File: src/cfg_hdr_pkg.sv
// Purpose: Constants for the bridge configuration header register slice
// Assumes: Dword-aligned configuration offsets, active-low byte enables
// Notes: Shared by the register bank and its users
package cfg_hdr_pkg;
   // ==========================================================
   // Offsets
   localparam logic [7:0] class_dword_off = 8'h08;
   localparam logic [7:0] line_dword_off = 8'h0C;
   localparam logic [7:0] busnum_dword_off = 8'h18;
   // ==========================================================
   // Fixed values
   localparam logic [7:0] prog_interface_val = 8'h00;
   localparam logic [7:0] subclass_val = 8'h04;
   localparam logic [7:0] base_class_val = 8'h06;
   localparam logic [7:0] header_layout_val = 8'h01;
   // ==========================================================
   // Reset values
   localparam logic [7:0] line_size_rst = 8'h00;
   localparam logic [7:0] master_timer_rst = 8'h00;
   localparam logic [7:0] bus_num_rst = 8'h00;
   // ==========================================================
   // Cache line clamp
   localparam logic [7:0] line_size_max = 8'h10;
   // ==========================================================
   // Field positions (low bit of each byte lane)
   localparam int lane0_lsb = 0;
   localparam int lane1_lsb = 8;
   localparam int lane2_lsb = 16;
   localparam int lane3_lsb = 24;
endpackage

File: src/bridge_config_header_regs.sv
// Purpose: Class, cache line, latency timer and bus number header registers
// Assumes: Configuration decode done upstream; cfg_wr/cfg_rd are one-cycle strobes
// Notes: Read data is registered, valid one cycle after the read strobe
`timescale 1ns/100ps

module bridge_config_header_regs
(
   // Clock and reset
   input wire logic mclk,
   input wire logic srst,
   // Configuration access
   input wire logic cfg_wr,
   input wire logic cfg_rd,
   input wire logic [7:0] cfg_dword_addr,
   input wire logic [3:0] upstream_cmd_byte_en_n,
   input wire logic [31:0] cfg_wdata,
   output logic [31:0] cfg_rdata,
   output logic cfg_rvalid,
   // Primary master timing status
   input wire logic frame_start,
   input wire logic grant_lost,
   input wire logic first_data_done,
   input wire logic mwi_active,
   // Register values to bridge logic
   output logic [7:0] line_size_eff,
   output logic [7:0] upstream_master_timer,
   output logic timer_expired,
   output logic release_bus,
   output logic [7:0] upstream_bus_num,
   output logic [7:0] downstream_bus_num,
   output logic [7:0] highest_behind_bus_num
);
   import cfg_hdr_pkg::*;

   logic [7:0] line_size_dwords_q;
   logic [7:0] timer_count_q;
   logic timer_run_q;

   // ==========================================================
   // Helpers
   function automatic logic [7:0] clamp_line(input logic [7:0] v);
      if (v == 8'h00 || (v & (v - 8'h01)) != 8'h00 || v > line_size_max)
      begin
         // Zero kept as zero: no cache line programmed yet
         return (v == 8'h00) ? 8'h00 : line_size_max;
      end
      return v;
   endfunction

   function automatic logic lane_wr(input logic [7:0] off, input int lane);
      return cfg_wr && cfg_dword_addr == off && !upstream_cmd_byte_en_n[lane];
   endfunction

   // ==========================================================
   // Writable fields
   always_ff @(posedge mclk)
   begin
      if (srst)
      begin
         line_size_dwords_q <= line_size_rst;
      end
      else if (lane_wr(line_dword_off, 0))
      begin
         line_size_dwords_q <= cfg_wdata[lane0_lsb +: 8];
      end
   end

   always_ff @(posedge mclk)
   begin
      if (srst)
      begin
         line_size_eff <= line_size_rst;
      end
      else
      begin
         line_size_eff <= clamp_line(line_size_dwords_q);
      end
   end

   always_ff @(posedge mclk)
   begin
      if (srst)
      begin
         upstream_master_timer <= master_timer_rst;
      end
      else if (lane_wr(line_dword_off, 1))
      begin
         upstream_master_timer <= cfg_wdata[lane1_lsb +: 8];
      end
   end

   always_ff @(posedge mclk)
   begin
      if (srst)
      begin
         upstream_bus_num <= bus_num_rst;
         downstream_bus_num <= bus_num_rst;
         highest_behind_bus_num <= bus_num_rst;
      end
      else
      begin
         if (lane_wr(busnum_dword_off, 0))
         begin
            upstream_bus_num <= cfg_wdata[lane0_lsb +: 8];
         end
         if (lane_wr(busnum_dword_off, 1))
         begin
            downstream_bus_num <= cfg_wdata[lane1_lsb +: 8];
         end
         if (lane_wr(busnum_dword_off, 2))
         begin
            highest_behind_bus_num <= cfg_wdata[lane2_lsb +: 8];
         end
      end
   end

   // ==========================================================
   // Primary master latency timer
   // Counts down from frame start, one clock per step
   always_ff @(posedge mclk)
   begin
      if (srst)
      begin
         timer_count_q <= master_timer_rst;
         timer_run_q <= 1'b0;
      end
      else if (frame_start)
      begin
         timer_count_q <= upstream_master_timer;
         timer_run_q <= 1'b1;
      end
      else if (timer_run_q && timer_count_q != 8'h00)
      begin
         timer_count_q <= timer_count_q - 8'h01;
      end
   end

   always_ff @(posedge mclk)
   begin
      if (srst)
      begin
         timer_expired <= 1'b0;
         release_bus <= 1'b0;
      end
      else
      begin
         timer_expired <= timer_run_q && timer_count_q == 8'h00;
         // Zero timer: expired at once, so first data phase ends it
         release_bus <= timer_run_q && timer_count_q == 8'h00 && grant_lost
                        && first_data_done && !mwi_active;
      end
   end

   // ==========================================================
   // Read path
   always_ff @(posedge mclk)
   begin
      if (srst)
      begin
         cfg_rdata <= 32'h0000_0000;
         cfg_rvalid <= 1'b0;
      end
      else
      begin
         cfg_rvalid <= cfg_rd;
         if (cfg_rd)
         begin
            if (cfg_dword_addr == class_dword_off)
            begin
               // Low byte is revision, outside this block
               cfg_rdata <= {base_class_val, subclass_val, prog_interface_val,
                             8'h00};
            end
            else if (cfg_dword_addr == line_dword_off)
            begin
               cfg_rdata <= {8'h00, header_layout_val, upstream_master_timer,
                             line_size_dwords_q};
            end
            else if (cfg_dword_addr == busnum_dword_off)
            begin
               cfg_rdata <= {8'h00, highest_behind_bus_num, downstream_bus_num,
                             upstream_bus_num};
            end
            else
            begin
               cfg_rdata <= 32'h0000_0000;
            end
         end
      end
   end

   // ==========================================================
   // Checks
   chk_ro_class_fixed: assert property (@(posedge mclk) disable iff (srst)
      cfg_rd && cfg_dword_addr == class_dword_off |=> cfg_rdata[31:8] == 24'h060400)
      else $error("class bytes wrong");
   chk_header_type_fixed: assert property (@(posedge mclk) disable iff (srst)
      cfg_rd && cfg_dword_addr == line_dword_off |=> cfg_rdata[23:16] == 8'h01)
      else $error("header type wrong");
   chk_line_clamp_val: assert property (@(posedge mclk) disable iff (srst)
      line_size_dwords_q == 8'h05 || line_size_dwords_q > 8'h10 |=> line_size_eff == 8'h10)
      else $error("line size not clamped");
   chk_line_write_val: assert property (@(posedge mclk) disable iff (srst)
      lane_wr(line_dword_off, 0) |=> line_size_dwords_q == $past(cfg_wdata[7:0]))
      else $error("line size not written");
   chk_line_write_lane: assert property (@(posedge mclk) disable iff (srst)
      cfg_wr && cfg_dword_addr == line_dword_off && upstream_cmd_byte_en_n[0]
      |=> $stable(line_size_dwords_q))
      else $error("disabled lane written");
   chk_timer_write: assert property (@(posedge mclk) disable iff (srst)
      lane_wr(line_dword_off, 1) |=> upstream_master_timer == $past(cfg_wdata[15:8]))
      else $error("timer not written");
   chk_prim_bus_write: assert property (@(posedge mclk) disable iff (srst)
      lane_wr(busnum_dword_off, 0) |=> upstream_bus_num == $past(cfg_wdata[7:0]))
      else $error("primary bus not written");
   chk_sec_bus_write: assert property (@(posedge mclk) disable iff (srst)
      lane_wr(busnum_dword_off, 1) |=> downstream_bus_num == $past(cfg_wdata[15:8]))
      else $error("secondary bus not written");
   chk_sub_bus_write: assert property (@(posedge mclk) disable iff (srst)
      lane_wr(busnum_dword_off, 2) |=> highest_behind_bus_num == $past(cfg_wdata[23:16]))
      else $error("subordinate bus not written");
   chk_zero_timer_release: assert property (@(posedge mclk) disable iff (srst)
      release_bus |-> !$past(mwi_active) && $past(grant_lost))
      else $error("release without cause");
endmodule

File: config.mk
export PLATFORM = sky130hd
export DESIGN_NAME = bridge_config_header_regs
export DESIGN_NICKNAME = d
export VERILOG_FILES = /design/src/cfg_hdr_pkg.sv /design/src/bridge_config_header_regs.sv
export SDC_FILE = /design/constraint.sdc
export NUM_CORES = 1
export LEC_CHECK = 0
export BUFFER_PORTS_ARGS = -buffer_cell sky130_fd_sc_hd__buf_2
export CAP_MARGIN = 20
export CORE_ASPECT_RATIO = 1.5
export CORE_MARGIN = 2
export CORE_UTILIZATION = 35
export CTS_BUF_LIST = sky130_fd_sc_hd__clkbuf_16
export DETAILED_ROUTE_END_ITERATION = 6
export MAX_ROUTING_LAYER = met4
export SYNTH_ARGS = -nofsm -noshare
export SYNTH_HDL_FRONTEND = slang
export SYNTH_SLANG_ARGS = --single-unit
File: constraint.sdc
create_clock -name mclk -period 3.8 [get_ports mclk]
set_input_delay 0.76 -clock mclk [delete_from_list [all_inputs] [get_ports mclk]]
set_output_delay 0.76 -clock mclk [all_outputs]
set_load 0.01 [all_outputs]
Word-level counts from Yosys, hierarchy flattened. Index checks and enable logic that the tools add are counted.

$add $sub $neg: 2. Magnitude comparators: 1. Eq/ne operators: 3. Mux-type cells: 10. Bitwise operators: 1. Reduce and logical (&&, ||, !) cells: 23.

Operators by type and width (number): 24-bit two-way mux (2); 8-bit two-way mux (4); 27-bit two-way mux (1); 8-bit by 4-bit equality test with 1-bit output (second input constant) (2); 8-bit logical NOT (2); 8-bit nonzero test (2); 8-bit by 1-bit subtractor with 8-bit output (second input constant) (2); 1-bit logical AND (12); 8-bit AND (1); 8-bit by 5-bit equality test with 1-bit output (second input constant) (1); 8-bit by 5-bit > comparator with 1-bit output (second input constant) (1); 5-bit two-way mux (1); 1-bit logical NOT (4); 1-bit logical OR (2); 1-bit two-way mux (2); 2-bit nonzero test (1).

Flip-flop bits (word level): 92. Bits of input ports: 52. Output and inout bits: 75. Logic and storage cells: 52.

Logic depth before layout (Yosys ltp).
Word-level depth: 8. Depth in mapped cells: 7. Mapped depth without buffers: 6.

Worst setup path after synthesis. OpenSTA, ideal clock, no wires.

Path type: input-to-reg. Start point: input port cfg_dword_addr[5]. End point: register cfg_rdata[11]. Library setup time: 59 ps. Data arrival time: 1981 ps. Data required time: 3741 ps. Path slack: 1760 ps. Stages on the path: 6. Path buffers: 2. Cell sequence: nor4b_4 -> and4_2 -> buf_4 -> clkbuf_8 -> a22oi_1 -> nand2_1.

Cells in the longest elaborated chain, start to end: 4. Elaborated cells between the ends (all ways): 6. Classes of those cells: eq/ne (3); mux (3).

Ends and longest elaborated chain: start: declaration (RTL line bridge_config_header_regs.sv:14) `input wire logic [7:0] cfg_dword_addr,`; 8-bit by 5-bit equality test with 1-bit output (RTL line bridge_config_header_regs.sv:179) `else if (cfg_dword_addr == busnum_dword_off)`; 24-bit two-way mux (RTL line bridge_config_header_regs.sv:179); 24-bit two-way mux (RTL line bridge_config_header_regs.sv:174) `else if (cfg_dword_addr == line_dword_off)`; 27-bit two-way mux * (RTL line bridge_config_header_regs.sv:168) `if (cfg_dword_addr == class_dword_off)`; end signal: assignment (RTL line bridge_config_header_regs.sv:171) `cfg_rdata <= {base_class_val, subclass_val, prog_interface_val,`; end signal: assignment (RTL line bridge_config_header_regs.sv:176) `cfg_rdata <= {8'h00, header_layout_val, upstream_master_timer,`; end signal: assignment (RTL line bridge_config_header_regs.sv:181) `cfg_rdata <= {8'h00, highest_behind_bus_num, downstream_bus_num,`; end: declaration (RTL line bridge_config_header_regs.sv:17) `output logic [31:0] cfg_rdata,`.

Mark *: on every way between the ends. The rest lies on a longest branch, timed or not. A chain may end at the register's enable or synchronous reset.

Final worst setup path.
Start point: input port cfg_dword_addr[5]. End point: register cfg_rdata[10].

Same word-level chain as after synthesis.

==> reports/metrics.cfg <==
[placement]
portBuffers = 111
dp_hpwl_um = 6020
gp_congestion = 0.839
dp_cells = 565

[floorplan]
core_um2 = 9580
die_w_um = 84.4
die_area_um2 = 10500
die_h_um = 125
initial_utilization = 0.354
rows = 44
ios = 127

[clocking]
cts_tree = yes
numCtsBuffers = 9
clkLatencyLatePin_ps = 340
h-tree-depth = 3
cts-root-buf = clkbuf_16
clock-sinks = 85
ctsResizeCount = 0
cts.clk_slew.worst_paths_ps = 60
clockBufferDepth = 2
ctsHoldBuffers = 0
post_cts_buffers = 0

[detailed_routing]
final_antenna_net_count = 0
met1_length_um = 3460
drt-total-wl_um = 8360
met2_length_um = 4290
drc = 0
top_layer = met4
first_iter_violations = 117
dr_wl_met3_um = 409
post_drt_wl_per_cell_um = 14.4
vias_per_cell = 4.96
drt_pass1_iterations = 5
dr_total_vias = 2880

[timing]
skew_ps = 5.32
relSlewSlack = 0.446
finalHoldViolCount = 0
min_period_over_period = 0.610
min_period_ps = 2320
final-setup-viol-count = 0
finalMaxSlewViolations = 0
setup_tns_ps = 0
rsz0062_at_grt = false
worst_pin_slew_ps = 830
max_freq_mhz = 432

[critical_path]
path_cells = buf_2 -> nor4b_4 -> and4_1 -> a22oi_1 -> nand2_1
worst_setup_path_end_kind = flop
cp_max_fo = 16
r2r-start = timer_count_q[0]
setup.worst_path.start = cfg_dword_addr[5]
cpPeakStageDelay_ps = 860
r2r_setup_slack_ps = 1900
r2r-end = timer_count_q[4]
critical_path_class = input port to flop
worst_path_max_delay_cell = and4_1
cp-start-kind = input port
required_ps = 4070
worstRegToRegCells = 6
crit_end = cfg_rdata[10]
cp_data_arrival_time_ps = 2590

[synth]
synth_cell_types = 44
syn_inst = 353
synth-seq-cells = 85
synth.cells.most_frequent = dfxtp_1, nor2_1, mux2i_1
yosysMostFrequentCell = dfxtp_1
synth_area_leader_cell = dfxtp_1
yosysWarnings = 0
yosys.area.top_type_share = 0.502
synth_area_leaders = dfxtp_1, mux2i_1, nor2_1
ys_seq_area_frac = 0.502
avgSynthCellArea_um2 = 9.61
async_reset_ff_frac = 0
synth_edf_count = 0
synth_flop_cell = dfxtp_1
synthesis.area_um2 = 3390

[cells_and_area]
drive_above_1_share = 0.300
area_delta_synth_final_pct = 26.5
fin_cells = 581
antenna_cells = 0
nets = 514

[run_status]
status = finished, final reports clean

[global_route]
grt_pass1_vias = 2759
grt_use_total = 0.165
antenna_found_initial = 0
grt_max_degree = 52
grt_remaining_overflow = 0
grt_pass1_wl_um = 13400

[hold_path]
hold_class = flop to flop
min_from = cfg_rdata[9]

[job]
cap_violations = 0

[power_and_ir_drop]
powerDensity_nw_per_um2 = 436
leakagePower_uw = 0.00228
vdd_drop_max_v = 0.000240

==> placed cells by master, fill, tap and decap left out, types with 2 or more instances in the layout <==
cell type  count
dfxtp_1       85
inv_1          5
nor2b_1       14
nor2_1        60
buf_4          2
nand4_2        5
a22oi_1       15
conb_1         9
clkinv_4       2
or3_1          3
a221oi_1       2
nand3b_1       2
and4b_1        3
a21oi_1       14
clkbuf_16      9
nand2b_1       3
a211oi_1       6
nor4b_1        4
nand2_1       38
buf_2        111
clkinv_2       3
nor3_1         5
mux2i_1       43
==> through the flow <==
step           hold slack (ps)  power (uW)  utilization  setup slack [ps]  area [um2]
2_1_floorplan              463         993            -              1760        3420
3_3_place_gp               421        1030        0.417              1180        4000
3_5_place_dp               425        1030        0.417              1140        4000
4_1_cts                    434        1890        0.448              1490        4290
5_1_grt                    454        1940        0.448              1290        4290
6_report                   433        1870        0.448              1480        4290
==> worst min path at each step <==
stage                    end  cells past startpoint
2_1_floorplan   cfg_rdata[0]                      2
3_3_place_gp   cfg_rdata[13]                      2
3_5_place_dp   cfg_rdata[13]                      2
4_1_cts        cfg_rdata[13]                      2
5_1_grt         cfg_rdata[7]                      2
6_report        cfg_rdata[9]                      2
==> cell families (layout without fill, tap and decap cells) <==
kind of cell | after synthesis | in the layout | share of synthesized area
simple gates | 149 | 149 | 0.230
buf+inv | 29 | 134 | 0.0458
mux | 43 | 43 | 0.127
xor+xnor | 1 | 1 | 0.00258
flops | 85 | 85 | 0.502
other cells | 1 | 9 | 0.00111
fa+ha+maj | 1 | 1 | 0.00369
compound gates | 44 | 44 | 0.0886
==> power breakdown <==
| group | internal, uW | switching [uW] |
|---|---|---|
| combinational | 43.4 | 61.1 |
| clock | 505 | 353 |
| sequential | 900 | 8.06 |
==> final cells by class <==
| type | count | area [um2] |
|---|---|---|
| Clock inverter | 7 | 66.3 |
| Multi-Input combinational cell | 247 | 1560 |
| Tap cell | 115 | 144 |
| Clock buffer | 9 | 225 |
| Sequential cell | 85 | 1700 |
| Fill cell | 968 | 5290 |
| Inverter | 5 | 18.8 |
| Timing Repair Buffer | 113 | 571 |
==> worst max-delay path: cells and delay by family <==
kind	cells	cell delay, ps
AND/OR/NAND/NOR	3	1570
AO/OA/AOI/OAI	1	140
buffers and inverters	1	110
==> metal layers <==
layer | global-route usage | vias to the layer above
met4 | 0.0710 | 0
met2 | 0.272 | 80
met5 | - | -
li1 | - | 1422
met3 | 0.0417 | 14
met1 | 0.190 | 1364
==> flip-flops by register name, indices dropped and copies added (netlist names) <==
| name | count |
|---|---|
| line_size_dwords_q | 8 |
| timer_run_q | 1 |
| timer_expired | 1 |
| upstream_bus_num | 8 |
| timer_count_q | 8 |
| release_bus | 1 |
| cfg_rdata | 25 |
| highest_behind_bus_num | 8 |
| line_size_eff | 8 |
| upstream_master_timer | 8 |
| cfg_rvalid | 1 |
| downstream_bus_num | 8 |
Note: power is estimated with default switching activity, not from simulation.
